**src/include/codec_seq_defines.vh**
```
`ifndef CODEC_SEQ_DEFINES_VH
`define CODEC_SEQ_DEFINES_VH

// -----------------------------------------------------------------------
// word and sequence sizes
// -----------------------------------------------------------------------
`define WORD_W        8
`define CNT_W         4
`define XMT_CYCLES    4'h9
`define RCV_PULSES    4'h9
`define LAST_BIT      4'h7
`define CNT_ZERO      4'h0
`define WORD_ZERO     8'h00
`define MSB_ONE       8'h80

// -----------------------------------------------------------------------
// sequencer states
// -----------------------------------------------------------------------
`define ST_IDLE       2'h0
`define ST_XMT        2'h1
`define ST_RCV        2'h2
`define ST_HOLD       2'h3

`endif

```
**src/rtl/pcm_codec_sequencer.v**
```verilog
`timescale 1ns/1ps
`include "codec_seq_defines.vh"

// Operation
// - serial receive feeds register, comparator isolated
// - encode select low throughout receive
// - register shifts serially, word after eight
// - register frozen, start high while settling
// - single active-low conversion-done output
// - transmit takes nine cycles, ninth reinitialises
// - parallel receive loads register at once, no shift clock
// - serial receive shift takes nine pulses
// - parallel words sign-magnitude, uncomplemented
// - encode select chooses encode or decode
module pcm_codec_sequencer (
   // clock and reset
   input  wire        REF_CLK,
   input  wire        RESET,
   // commands from the communication system
   input  wire        START_N,
   input  wire        TRANSMIT_COMMAND,
   input  wire        RECEIVE_N,
   input  wire        PARALLEL_MODE,
   // data from the link and the comparator
   input  wire        RECEIVE_DATA,
   input  wire [7:0]  RECEIVE_WORD,
   input  wire        COMPARE_IN,
   // converter side
   output wire [7:0]  DAC_WORD,
   output wire        ENCODE_SELECT,
   // results
   output wire        CONVERSION_DONE_N,
   output wire        TRANSMIT_DATA,
   output wire        TRANSMIT_DATA_OE,
   output wire [7:0]  TRANSMIT_WORD
);

   // ---------------------------------------------------------------------
   // pin synchronisers
   // ---------------------------------------------------------------------
   reg  [2:0]  start_s_q;
   reg  [2:0]  rcv_s_q;
   reg  [2:0]  xmt_s_q;
   reg  [2:0]  par_s_q;
   reg  [7:0]  rword_s1_q;
   reg  [7:0]  rword_s2_q;
   reg  [7:0]  rword_s3_q;
   reg         start_n_f_q;
   reg         rcv_n_f_q;
   reg         xmt_f_q;
   reg         par_f_q;
   reg  [7:0]  rword_f_q;

   // a change counts once stages two and three agree
   function agree;
      input [2:0] s;
      input       prev;
      begin
         agree = (s[1] == s[2]) ? s[2] : prev;
      end
   endfunction

   always @(posedge REF_CLK or posedge RESET) begin
      if (RESET) begin
         start_s_q   <= 3'h7;
         rcv_s_q     <= 3'h7;
         xmt_s_q     <= 3'h0;
         par_s_q     <= 3'h0;
         rword_s1_q  <= `WORD_ZERO;
         rword_s2_q  <= `WORD_ZERO;
         rword_s3_q  <= `WORD_ZERO;
         start_n_f_q <= 1'b1;
         rcv_n_f_q   <= 1'b1;
         xmt_f_q     <= 1'b0;
         par_f_q     <= 1'b0;
         rword_f_q   <= `WORD_ZERO;
      end else begin
         start_s_q   <= {start_s_q[1:0], START_N};
         rcv_s_q     <= {rcv_s_q[1:0], RECEIVE_N};
         xmt_s_q     <= {xmt_s_q[1:0], TRANSMIT_COMMAND};
         par_s_q     <= {par_s_q[1:0], PARALLEL_MODE};
         rword_s1_q  <= RECEIVE_WORD;
         rword_s2_q  <= rword_s1_q;
         rword_s3_q  <= rword_s2_q;
         // a one-clock start pulse never sits in two stages at once,
         // so it is taken from stage three without the agreement test
         start_n_f_q <= start_s_q[2];
         rcv_n_f_q   <= agree(rcv_s_q, rcv_n_f_q);
         xmt_f_q     <= agree(xmt_s_q, xmt_f_q);
         par_f_q     <= agree(par_s_q, par_f_q);
         // word only taken when two stages agree in full
         if (rword_s2_q == rword_s3_q) begin
            rword_f_q <= rword_s3_q;
         end
      end
   end

   // ---------------------------------------------------------------------
   // sequencer
   // ---------------------------------------------------------------------
   reg  [1:0]  state_q;
   reg  [1:0]  state_d;
   reg  [3:0]  cnt_q;
   reg  [3:0]  cnt_d;
   reg  [7:0]  approximation_register_q;
   reg  [7:0]  approximation_register_d;
   reg  [7:0]  result_q;
   reg  [7:0]  result_d;
   reg         done_n_q;
   reg         done_n_d;
   reg         mode_q;
   reg         mode_d;
   reg         serial_bit_q;
   reg         serial_bit_d;

   // trial bit mask for the bit under test, msb first
   function [7:0] trial_mask;
      input [3:0] idx;
      begin
         trial_mask = `MSB_ONE >> idx;
      end
   endfunction

   // next-state and datapath decisions
   always @* begin
      state_d                  = state_q;
      cnt_d                    = cnt_q;
      approximation_register_d = approximation_register_q;
      result_d                 = result_q;
      done_n_d                 = done_n_q;
      mode_d                   = mode_q;
      serial_bit_d             = serial_bit_q;
      case (state_q)
         `ST_IDLE: begin
            // start has priority; receive is taken only while start is idle high
            if (!rcv_n_f_q && start_n_f_q) begin
               mode_d   = 1'b0;
               cnt_d    = `CNT_ZERO;
               done_n_d = 1'b1;
               if (par_f_q) begin
                  // parallel word goes straight to the converter
                  approximation_register_d = rword_f_q;
                  state_d = `ST_HOLD;
               end else begin
                  state_d = `ST_RCV;
               end
            end else if (!start_n_f_q) begin
               mode_d   = 1'b1;
               cnt_d    = `CNT_ZERO;
               done_n_d = 1'b1;
               approximation_register_d = `MSB_ONE;
               state_d  = `ST_XMT;
            end
         end
         `ST_XMT: begin
            if (cnt_q <= `LAST_BIT) begin
               // keep or drop the trial bit, then try the next one
               // comparator settles inside one clock, so it is read unsynchronised
               serial_bit_d = COMPARE_IN;
               approximation_register_d = (approximation_register_q
                  & ~(COMPARE_IN ? `WORD_ZERO : trial_mask(cnt_q)))
                  | trial_mask(cnt_q + 4'h1);
               if (cnt_q == `LAST_BIT) begin
                  result_d = approximation_register_q
                     & ~(COMPARE_IN ? `WORD_ZERO : trial_mask(cnt_q));
                  done_n_d = 1'b0;
               end
               cnt_d = cnt_q + 4'h1;
            end else begin
               // ninth cycle readies the register for the next pass
               approximation_register_d = `WORD_ZERO;
               cnt_d   = `CNT_ZERO;
               state_d = `ST_IDLE;
            end
         end
         `ST_RCV: begin
            // serial stream shares this clock, so each bit is taken directly
            approximation_register_d =
               {approximation_register_q[6:0], RECEIVE_DATA};
            cnt_d = cnt_q + 4'h1;
            if (cnt_q == `RCV_PULSES - 4'h2) begin
               done_n_d = 1'b0;
            end
            if (cnt_q == `RCV_PULSES - 4'h1) begin
               // ninth pulse ends shifting, the word is then held
               approximation_register_d = approximation_register_q;
               state_d = `ST_HOLD;
            end
         end
         default: begin
            // settling: register frozen until receive is released
            if (rcv_n_f_q) begin
               done_n_d = 1'b1;
               mode_d   = 1'b1;
               state_d  = `ST_IDLE;
            end
         end
      endcase
   end

   always @(posedge REF_CLK or posedge RESET) begin
      if (RESET) begin
         state_q                  <= `ST_IDLE;
         cnt_q                    <= `CNT_ZERO;
         approximation_register_q <= `WORD_ZERO;
         result_q                 <= `WORD_ZERO;
         done_n_q                 <= 1'b1;
         mode_q                   <= 1'b1;
         serial_bit_q             <= 1'b0;
      end else begin
         state_q                  <= state_d;
         cnt_q                    <= cnt_d;
         approximation_register_q <= approximation_register_d;
         result_q                 <= result_d;
         done_n_q                 <= done_n_d;
         mode_q                   <= mode_d;
         serial_bit_q             <= serial_bit_d;
      end
   end

   // ---------------------------------------------------------------------
   // outputs
   // ---------------------------------------------------------------------
   // encode select picks encode when high, decode when low
   assign ENCODE_SELECT     = mode_q;
   assign DAC_WORD          = approximation_register_q;
   assign CONVERSION_DONE_N = done_n_q;
   assign TRANSMIT_WORD     = result_q;
   assign TRANSMIT_DATA     = serial_bit_q;
   // transmit buffer only while commanded with encode select high, so it stays quiet in receive
   assign TRANSMIT_DATA_OE  = xmt_f_q & mode_q;

endmodule

```
**config.mk**
```make
export PLATFORM = sky130hd
export DESIGN_NAME = pcm_codec_sequencer
export DESIGN_NICKNAME = d
export VERILOG_FILES = /design/src/rtl/pcm_codec_sequencer.v
export VERILOG_INCLUDE_DIRS = /design/src /design/src/include
export SDC_FILE = /design/constraint.sdc
export NUM_CORES = 1
export LEC_CHECK = 0
export ABC_AREA = 1
export ABC_CLOCK_PERIOD_IN_PS = 3800
export BUFFER_PORTS_ARGS = -buffer_cell sky130_fd_sc_hd__buf_4
export CORE_MARGIN = 5
export CORE_UTILIZATION = 60
export DETAILED_ROUTE_END_ITERATION = 8
export PLACE_DENSITY_LB_ADDON = 0.1
export SETUP_SLACK_MARGIN = 0.3
export SYNTH_ARGS = -nofsm -noshare
export SYNTH_HDL_FRONTEND = slang
export SYNTH_SLANG_ARGS = --single-unit
```
**constraint.sdc**
```tcl
create_clock -name REF_CLK -period 3.8 [get_ports REF_CLK]
set_clock_uncertainty 0.15 [all_clocks]
set_input_delay 0.76 -clock REF_CLK [delete_from_list [all_inputs] [get_ports REF_CLK]]
set_output_delay 0.76 -clock REF_CLK [all_outputs]
set_load 0.01 [all_outputs]
```
==> impl_summary.log, run 1 <==
INFO  metric result_of_the_run = finished clean
INFO  metric synth_top_cells_by_count = nand2_1 (105), dfrtp_1 (63), nand3_1 (27)
INFO  metric synth_sequential_area_ratio = 0.586
INFO  metric critPathCaptureType = output port
INFO  metric hpwl = 4190 um
INFO  metric yosys_most_used_dff = dfrtp_1
INFO  metric drv_slew = 0
INFO  metric io_pins = 36
INFO  metric synth_top_cells_by_area = dfrtp_1 (50%), nand2_1 (13%), dfstp_2 (8.4%)
INFO  metric cts_tree = built
INFO  metric powerDensity = about 700 nW/um^2
INFO  metric power.share.clock = 0.276
INFO  metric buffers_added_on_ports = 35
INFO  metric first_global_vias = 2262
INFO  metric core_area = 5110 um^2
INFO  metric nets = a little under 400
INFO  metric synth.cell_area = roughly 3100 um^2
INFO  metric synth_largest_type_area_fraction = 0.502
INFO  metric postSynthNetCount = roughly 350
INFO  metric root_buf_cell = clkbuf_8
INFO  metric grt.total_usage = 0.203
INFO  metric post-route-period-util = 0.532
INFO  metric power = 2.61 mW
INFO  metric critical_path.startpoint_type = flop
INFO  metric grt_first_pass_wirelength = 10300 um
INFO  metric clkLatencyLatePin = 0.34 ns
INFO  metric power.net_switching = ~930 uW
INFO  metric timing_worst_slew_pin_value = between 0.7 and 0.8 ns
INFO  metric holdBufCountCts = 0
INFO  metric setup-tns-final = 0 ns
INFO  metric synth_enable_flop_cells = 0
INFO  metric design.die.area = around 6800 um^2
INFO  metric routability_congestion = 0.821
INFO  metric post_drt_wl_per_cell = between 10 and 15 um
INFO  metric critPathKind = flop to output port
INFO  metric post-synth-top-count-cell = nand2_1
INFO  metric worst_hold_path_type = flop to flop
INFO  metric rsz0062_at_grt = no
INFO  metric num-fill-cells = 422
INFO  metric cts-htree-levels = 3
INFO  metric layout-area-overhead-vs-synth = 17.7%
INFO  metric die_boundary_width = 82.3 um
INFO  metric wirelength = between 5000 and 6000 um
INFO  metric maximum_achievable_frequency = 495 MHz
INFO  metric leakage = 1.84 nW
INFO  metric initial_core_util = 0.615
INFO  metric overflow = 0
INFO  metric die_y = roughly 80 um
INFO  metric crit_fanout = 3
INFO  metric synth_async_sr_flop_share = 1.00
INFO  metric detail-route-antenna-nets = 0
INFO  metric detail_route.first_pass.iterations = 4
INFO  metric slew_headroom = 0.482
INFO  metric drt_drc = 0
INFO  metric core.rowCount = 26
INFO  metric synth.largest_area_cell = dfrtp_1
INFO  metric final-hold-violation-count = 0
INFO  metric power_report.internal_total = about 1.7 mW
INFO  metric layout-drive-gt1-share = 0.221
INFO  metric vias_after_detailed_routing = 2279
INFO  metric routed_via_density = 5.12
INFO  metric cts.clk_slew.worst_paths = 0.07 ns
INFO  metric finalCriticalPeriod = 2.02 ns
INFO  metric antenna_cells_inserted = 0
INFO  metric vdd_drop_max = roughly 0.41 mV
INFO  metric synth-seq-cells = 73
INFO  metric synth.avg_cell_area = 9.54 um^2
INFO  metric drv.max_cap_violation_count = 0
INFO  metric critical_path_required = 2.89 ns
INFO  metric data_arrival_at_the_endpoint_of_the_critical_path = between 1 and 1.5 ns
INFO  metric antenna_found_initial = 0
INFO  metric power.switching_fraction = 0.358
INFO  metric cts_inserted_buffers = 9
INFO  metric cts_post_setup_buffers_inserted = 0
INFO  metric synthesis.yosys.warnings = 0
INFO  metric setup_viol = 0
INFO  metric drtIter0Drc = between 100 and 150
INFO  metric netlist_instances = 329
INFO  metric grt_max_degree = 42
INFO  metric seq_power_share = 0.379
INFO  metric max-clock-path-buffers = 2
INFO  metric clock_sink_count = 73
INFO  metric cts.repair.resized = 0
INFO  metric comb_power_share = 0.345
INFO  metric count_of_different_cell_masters_after_synthesis = 32
-- worst paths after layout --
path / startpoint / end / slack [ns] / cells past startpoint
min in group asynchronous: RESET / xmt_s_q[0]$_DFF_PP0_ / 0.41 / 2
setup reg to reg: state_q[1]$_DFFE_PP0P_ / DAC_WORD[5]$_DFFE_PP0P_ / 1.85 / 7
hold / removal: rword_s1_q[1]$_DFF_PP0_ / rword_s2_q[1]$_DFF_PP0_ / 0.20 / 0
max in group asynchronous: RESET / start_s_q[2]$_DFF_PP1_ / 2.29 / 3
setup / recovery: ENCODE_SELECT$_DFFE_PP1P_ / TRANSMIT_DATA_OE / 1.78 / 3
hold reg to reg: rword_s1_q[1]$_DFF_PP0_ / rword_s2_q[1]$_DFF_PP0_ / 0.20 / 0
-- sequential cells by signal (all words and copies together), names as in the netlist, 3 cells and up --
signal,flops
DAC_WORD,8
TRANSMIT_WORD,8
cnt_q,4
par_s_q,3
rcv_s_q,3
rword_f_q,8
rword_s1_q,8
rword_s2_q,8
rword_s3_q,8
start_s_q,3
xmt_s_q,3
-- logic make-up (layout without fill, tap and decap cells) --
kind of cell | after synthesis | after routing | share of synthesized area
xor+xnor | 8 | 8 | 0.0223
simple gates | 175 | 175 | 0.249
buf+inv | 33 | 79 | 0.0474
mux | 1 | 1 | 0.00319
compound gates | 28 | 28 | 0.0510
fa+ha+maj | 11 | 11 | 0.0415
flops | 73 | 73 | 0.586
-- critical path, stage by stage (launching register included) --
cell and delay, ns:
dfstp_2 0.57, nand2_1 0.05, inv_1 0.05, buf_4 0.10
-- per-stage QoR --
step	std cells	utilization	area [um^2]	hold WS [ns]	setup slack (ns)
2_1_floorplan	329	-	3140	0.181	1.05
3_3_place_gp	430	0.677	3460	0.183	1.89
3_5_place_dp	430	0.677	3460	0.189	1.88
4_1_cts	445	0.724	3700	0.207	1.75
5_1_grt	445	0.724	3700	0.212	1.69
6_report	445	0.724	3700	0.202	1.78
-- routing by layer --
layer,wire [um],GRT usage,vias up
met2,2990,0.344,53
met4,138,0.0947,0
met1,2410,0.242,1081
met3,315,0.0521,13
met5,0,0,-
li1,-,-,1132
-- placed cells by master, fill, tap and decap left out --
| master | n |
|---|---|
| a21oi_1 | 16 |
| a21oi_2 | 1 |
| buf_4 | 37 |
| bufinv_16 | 3 |
| clkbuf_8 | 9 |
| clkinv_1 | 1 |
| clkinv_4 | 1 |
| clkinvlp_4 | 1 |
| dfrtp_1 | 63 |
| dfstp_2 | 10 |
| ha_1 | 8 |
| inv_1 | 21 |
| inv_2 | 5 |
| inv_6 | 1 |
| maj3_1 | 3 |
| mux2i_1 | 1 |
| nand2_1 | 105 |
| nand2_2 | 4 |
| nand2_4 | 1 |
| nand3_1 | 27 |
| nand3_2 | 1 |
| nand3_4 | 1 |
| nand4_1 | 3 |
| nor2_1 | 24 |
| nor2_2 | 4 |
| nor2_4 | 1 |
| nor3_1 | 2 |
| nor3_4 | 2 |
| o211ai_1 | 1 |
| o21a_4 | 1 |
| o21ai_0 | 5 |
| o21ai_1 | 1 |
| o22ai_1 | 3 |
| xnor2_1 | 4 |
| xor2_1 | 4 |
-- area by class of cell --
type	instances	area, um^2	share of cell area
Clock buffer	9	124	0.0335
Clock inverter	6	115	0.0311
Inverter	27	101	0.0274
Multi-Input combinational cell	223	1150	0.311
Sequential cell	73	1840	0.498
Tap cell	70	87.6	0.0237
Timing Repair Buffer	37	278	0.0752
-- power groups by stage --
stage	clock (mW)	combinational (mW)	sequential (mW)
final	0.718	0.899	0.988
after global routing	0.777	1.02	1.00
after CTS	0.734	0.900	0.988
after detailed placement	0	0.887	1.00
after global placement	0	0.880	0.998
after floorplan	0	0.662	0.998
(Power assumes the default switching activity.)
==> run 2, diff against run 1 <==
ABC_AREA = 0   (was 1)
ABC_CLOCK_PERIOD_IN_PS = 2000   (was 3800)
CORE_UTILIZATION = 57   (was 60)
clock period = 2 ns   (was 3.8 ns; I/O delays follow)
==> impl_summary.log, run 2 <==
INFO  metric worst_hold_path_type = primary input to async pin
INFO  metric power.switching_fraction = 0.375 (+0.0164)
INFO  metric result_of_the_run = finished clean
INFO  metric nets = 331 (-16%)
INFO  metric cts.clk_slew.worst_paths = 0.08 ns (about the same)
INFO  metric routed_via_density = 5.85 (+14%)
INFO  metric antenna_cells_inserted = 0 (unchanged)
INFO  metric synth.avg_cell_area = 12.8 um^2 (+35%)
INFO  metric layout.cells.most_common = dfrtp_1
INFO  metric layout-area-overhead-vs-synth = 33.0%
INFO  metric cts_inserted_buffers = 9 (unchanged)
INFO  metric synth_top_cells_by_area = dfrtp_1 (51%), dfstp_2 (8.5%), mux2_2 (5.8%)
INFO  metric drv.max_cap_violation_count = 0 (unchanged)
INFO  metric synth_top_cells_by_count = dfrtp_1 (63), mux2_2 (16), a21oi_1 (14)
INFO  metric post-route-period-util = 0.930
INFO  metric slew_headroom = 0.733 (+0.251)
INFO  metric grt_first_pass_wirelength = 11700 um (+14%)
INFO  metric critical_path_required = 2.05 ns (-0.84 ns)
INFO  metric detail-route-antenna-nets = 0 (unchanged)
INFO  metric die_y = 83.9 um (+1.8%)
INFO  metric rsz0062_at_grt = yes
INFO  metric seq_power_share = 0.354 (-0.025)
INFO  metric vdd_drop_max = 0.695 mV (+71%)
INFO  metric overflow = 0 (unchanged)
INFO  metric yosys_most_used_dff = dfrtp_1
INFO  metric drtIter0Drc = 201 (+61%)
INFO  metric core.rowCount = 26 (unchanged)
INFO  metric buffers_added_on_ports = 35 (unchanged)
INFO  metric critical_path.reg2reg.startpoint = cnt_q[1]$_DFFE_PP0P_
INFO  metric design.die.area = 7030 um^2 (+3.7%)
INFO  metric maximum_achievable_frequency = 537 MHz
INFO  metric initial_core_util = 0.597 (-0.0173)
INFO  metric postSynthNetCount = 266 (-25%)
INFO  metric setup-tns-final = 0 ns (unchanged)
INFO  metric synth.cell_area = 3110 um^2 (-0.96%)
INFO  metric power_report.internal_total = 3.41 mW (+100%)
INFO  metric drv_slew = 0 (unchanged)
INFO  metric io_pins = 36 (unchanged)
INFO  metric cts_tree = built
INFO  metric grt.total_usage = 0.213 (+0.00926)
INFO  metric post_drt_wl_per_cell = 18.4 um (+40%)
INFO  metric crit_path_cell_trace = ha_2 -> nand2b_1 -> o21ai_4 -> a221oi_1 -> o32ai_1
INFO  metric timing_worst_slew_pin_value = 0.397 ns (-0.379 ns)
INFO  metric powerDensity = 1320 nW/um^2 (+87%)
INFO  metric critical_path.slowest_cell = dfrtp_2
INFO  metric numPlacedInstances = 342 (-20%)
INFO  metric finalCriticalPeriod = 1.86 ns
INFO  metric synth_sequential_area_ratio = 0.592 (+0.00566)
INFO  metric clock_sink_count = 73 (unchanged)
INFO  metric setup_viol = 0 (unchanged)
INFO  metric crit_fanout = 7 (+4)
INFO  metric vias_after_detailed_routing = 2236 (-1.9%)
INFO  metric cpPeakStageDelay = 0.44 ns (-0.13 ns)
INFO  metric final-hold-violation-count = 0 (unchanged)
INFO  metric detail_route.first_pass.iterations = 4 (unchanged)
INFO  metric layout_common_cells = dfrtp_1 (59), buf_4 (46), mux2_2 (16), a21oi_1 (13)
INFO  metric power.share.clock = 0.193 (-0.083)
INFO  metric cts-htree-levels = 3 (unchanged)
INFO  metric wirelength = 7020 um (+20%)
INFO  metric synth_enable_flop_cells = 0 (unchanged)
INFO  metric root_buf_cell = clkbuf_8
INFO  metric finalNonFillerCells = 382 (-14%)
INFO  metric layout-drive-gt1-share = 0.452 (+0.231)
INFO  metric synth.largest_area_cell = dfrtp_1
INFO  metric clkLatencyLatePin = 0.34 ns (about the same)
INFO  metric synth_largest_type_area_fraction = 0.507 (+0.00485)
INFO  metric data_arrival_at_the_endpoint_of_the_critical_path = 1.91 ns (+0.80 ns)
INFO  metric die_boundary_width = 83.9 um (+1.8%)
INFO  metric post-route-util = 0.794 (+0.0706)
INFO  metric reg2reg_depth = 5 (-2)
INFO  metric post-synth-top-count-cell = dfrtp_1
INFO  metric routability_congestion = 0.837 (+1.9%)
INFO  metric max-clock-path-buffers = 2 (unchanged)
INFO  metric hpwl = 4220 um (+0.73%)
INFO  metric antenna_found_initial = 0 (unchanged)
INFO  metric core_area = 5200 um^2 (+1.9%)
INFO  metric power.net_switching = 2.05 mW (+120%)
INFO  metric power = 5.46 mW (+110%)
INFO  metric comb_power_share = 0.453 (+0.108)
INFO  metric setup.reg_to_reg.worst_slack = 0.14 ns (-1.71 ns)
INFO  metric timing.rr.end = DAC_WORD[2]$_DFFE_PP0P_
INFO  metric critPathKind = flop to flop
INFO  metric netlist_instances = 242 (-26%)
INFO  metric worstPathBufferInverterCount = 0 (-2)
INFO  metric leakage = 1.77 nW (-3.6%)
INFO  metric synth-seq-cells = 73 (unchanged)
INFO  metric whs = 0.0175 ns (-0.185 ns)
INFO  metric critical_path.startpoint_type = flop
INFO  metric count_of_different_cell_masters_after_synthesis = 50 (+56%)
INFO  metric first_global_vias = 2357 (+4.2%)
INFO  metric critPathCaptureType = flop
INFO  metric path_delay_family = compound AO/OA/AOI/OAI gates
INFO  metric worst_path_depth = 5 (+2)
INFO  metric synth_async_sr_flop_share = 1.00 (unchanged)
INFO  metric drt_drc = 0 (unchanged)
INFO  metric num-fill-cells = 332 (-21%)
INFO  metric synthesis.yosys.warnings = 0 (unchanged)
INFO  metric grt_max_degree = 74 (+76%)
## run 2: cell count changes after synthesis, sizes merged, moves of 8 or more
cell    change
nand3      -26
nor2       -25
nand2     -101
inv        -17
mux2       +17
a221oi      +8
nor2b      +13
## run 2: worst max path at each step
stage / start / to / slack [ns]
floorplan: cnt_q[0]$_DFFE_PP0P_ / DAC_WORD[4]$_DFFE_PP0P_ / 0.30
global placement: cnt_q[0]$_DFFE_PP0P_ / DAC_WORD[2]$_DFFE_PP0P_ / 0.11
detailed placement: cnt_q[0]$_DFFE_PP0P_ / DAC_WORD[1]$_DFFE_PP0P_ / 0.03
CTS: state_q[0]$_DFFE_PP0P_ / DAC_WORD[1]$_DFFE_PP0P_ / 0.19
global route: cnt_q[1]$_DFFE_PP0P_ / DAC_WORD[2]$_DFFE_PP0P_ / 0.05
finish: cnt_q[1]$_DFFE_PP0P_ / DAC_WORD[2]$_DFFE_PP0P_ / 0.14
## run 2: cell families after synthesis
kind of cell               synth area share
adders and majority gates            0.0419
AOI/OAI and AO/OA                     0.153
and+or+nand+nor                      0.0950
DFF                                   0.592
xor gates and xnor gates             0.0225
muxes                                0.0680
buffers and inverters                0.0282
## run 2: what timing repair did
item | CTS | global route
buffers inserted | 9 | 3
cloned | 1 | 0
endpoints found under the setup margin | 23 | 31
resized for setup | 34 | 16
hold buffers | 11 | 0
hold endpoints to repair | 11 | 0
pin swaps | 10 | 7
## run 2: per-layer routing
layer  part of all wire  global-route usage  routed length [um]  vias up
li1                   -                   -                   -     1032
met1               0.42               0.260                2940     1114
met2               0.50               0.354                3540       71
met3              0.048              0.0474                 340       19
met4              0.030               0.107                 209        0
met5                  0                   0                   0        -
## run 2: final cells by class
type                    instances  area (um^2)  area share
multi-input cells             151         1440       0.348
well taps                      70         87.6      0.0212
flip-flops and latches         73         1840       0.446
inverters                       9         37.5     0.00908
clock inverters                 3         17.5     0.00424
repair buffers                 63          549       0.133
clock buffers                  13          159      0.0384
## run 2: tightest hold or removal path: cells and delay by family
family | cells | cell delay, ns
buf+inv | 3 | 0.51
## run 2: power groups by stage
stage               combinational, mW  clock (mW)  sequential, mW
finish                           2.47        1.05            1.93
global route                     2.67        1.14            1.96
CTS                              2.26        1.07            1.91
detailed placement               1.78           0            1.93
global placement                 1.74           0            1.93
floorplan                        1.28           0            1.92
## run 2: through the flow
stage	setup WS, ns	area [um^2]
floorplan	0.303	3140
global route	0.0512	4130
global placement	0.108	3500
detailed placement	0.0273	3500
CTS	0.191	4020
finish	0.139	4130
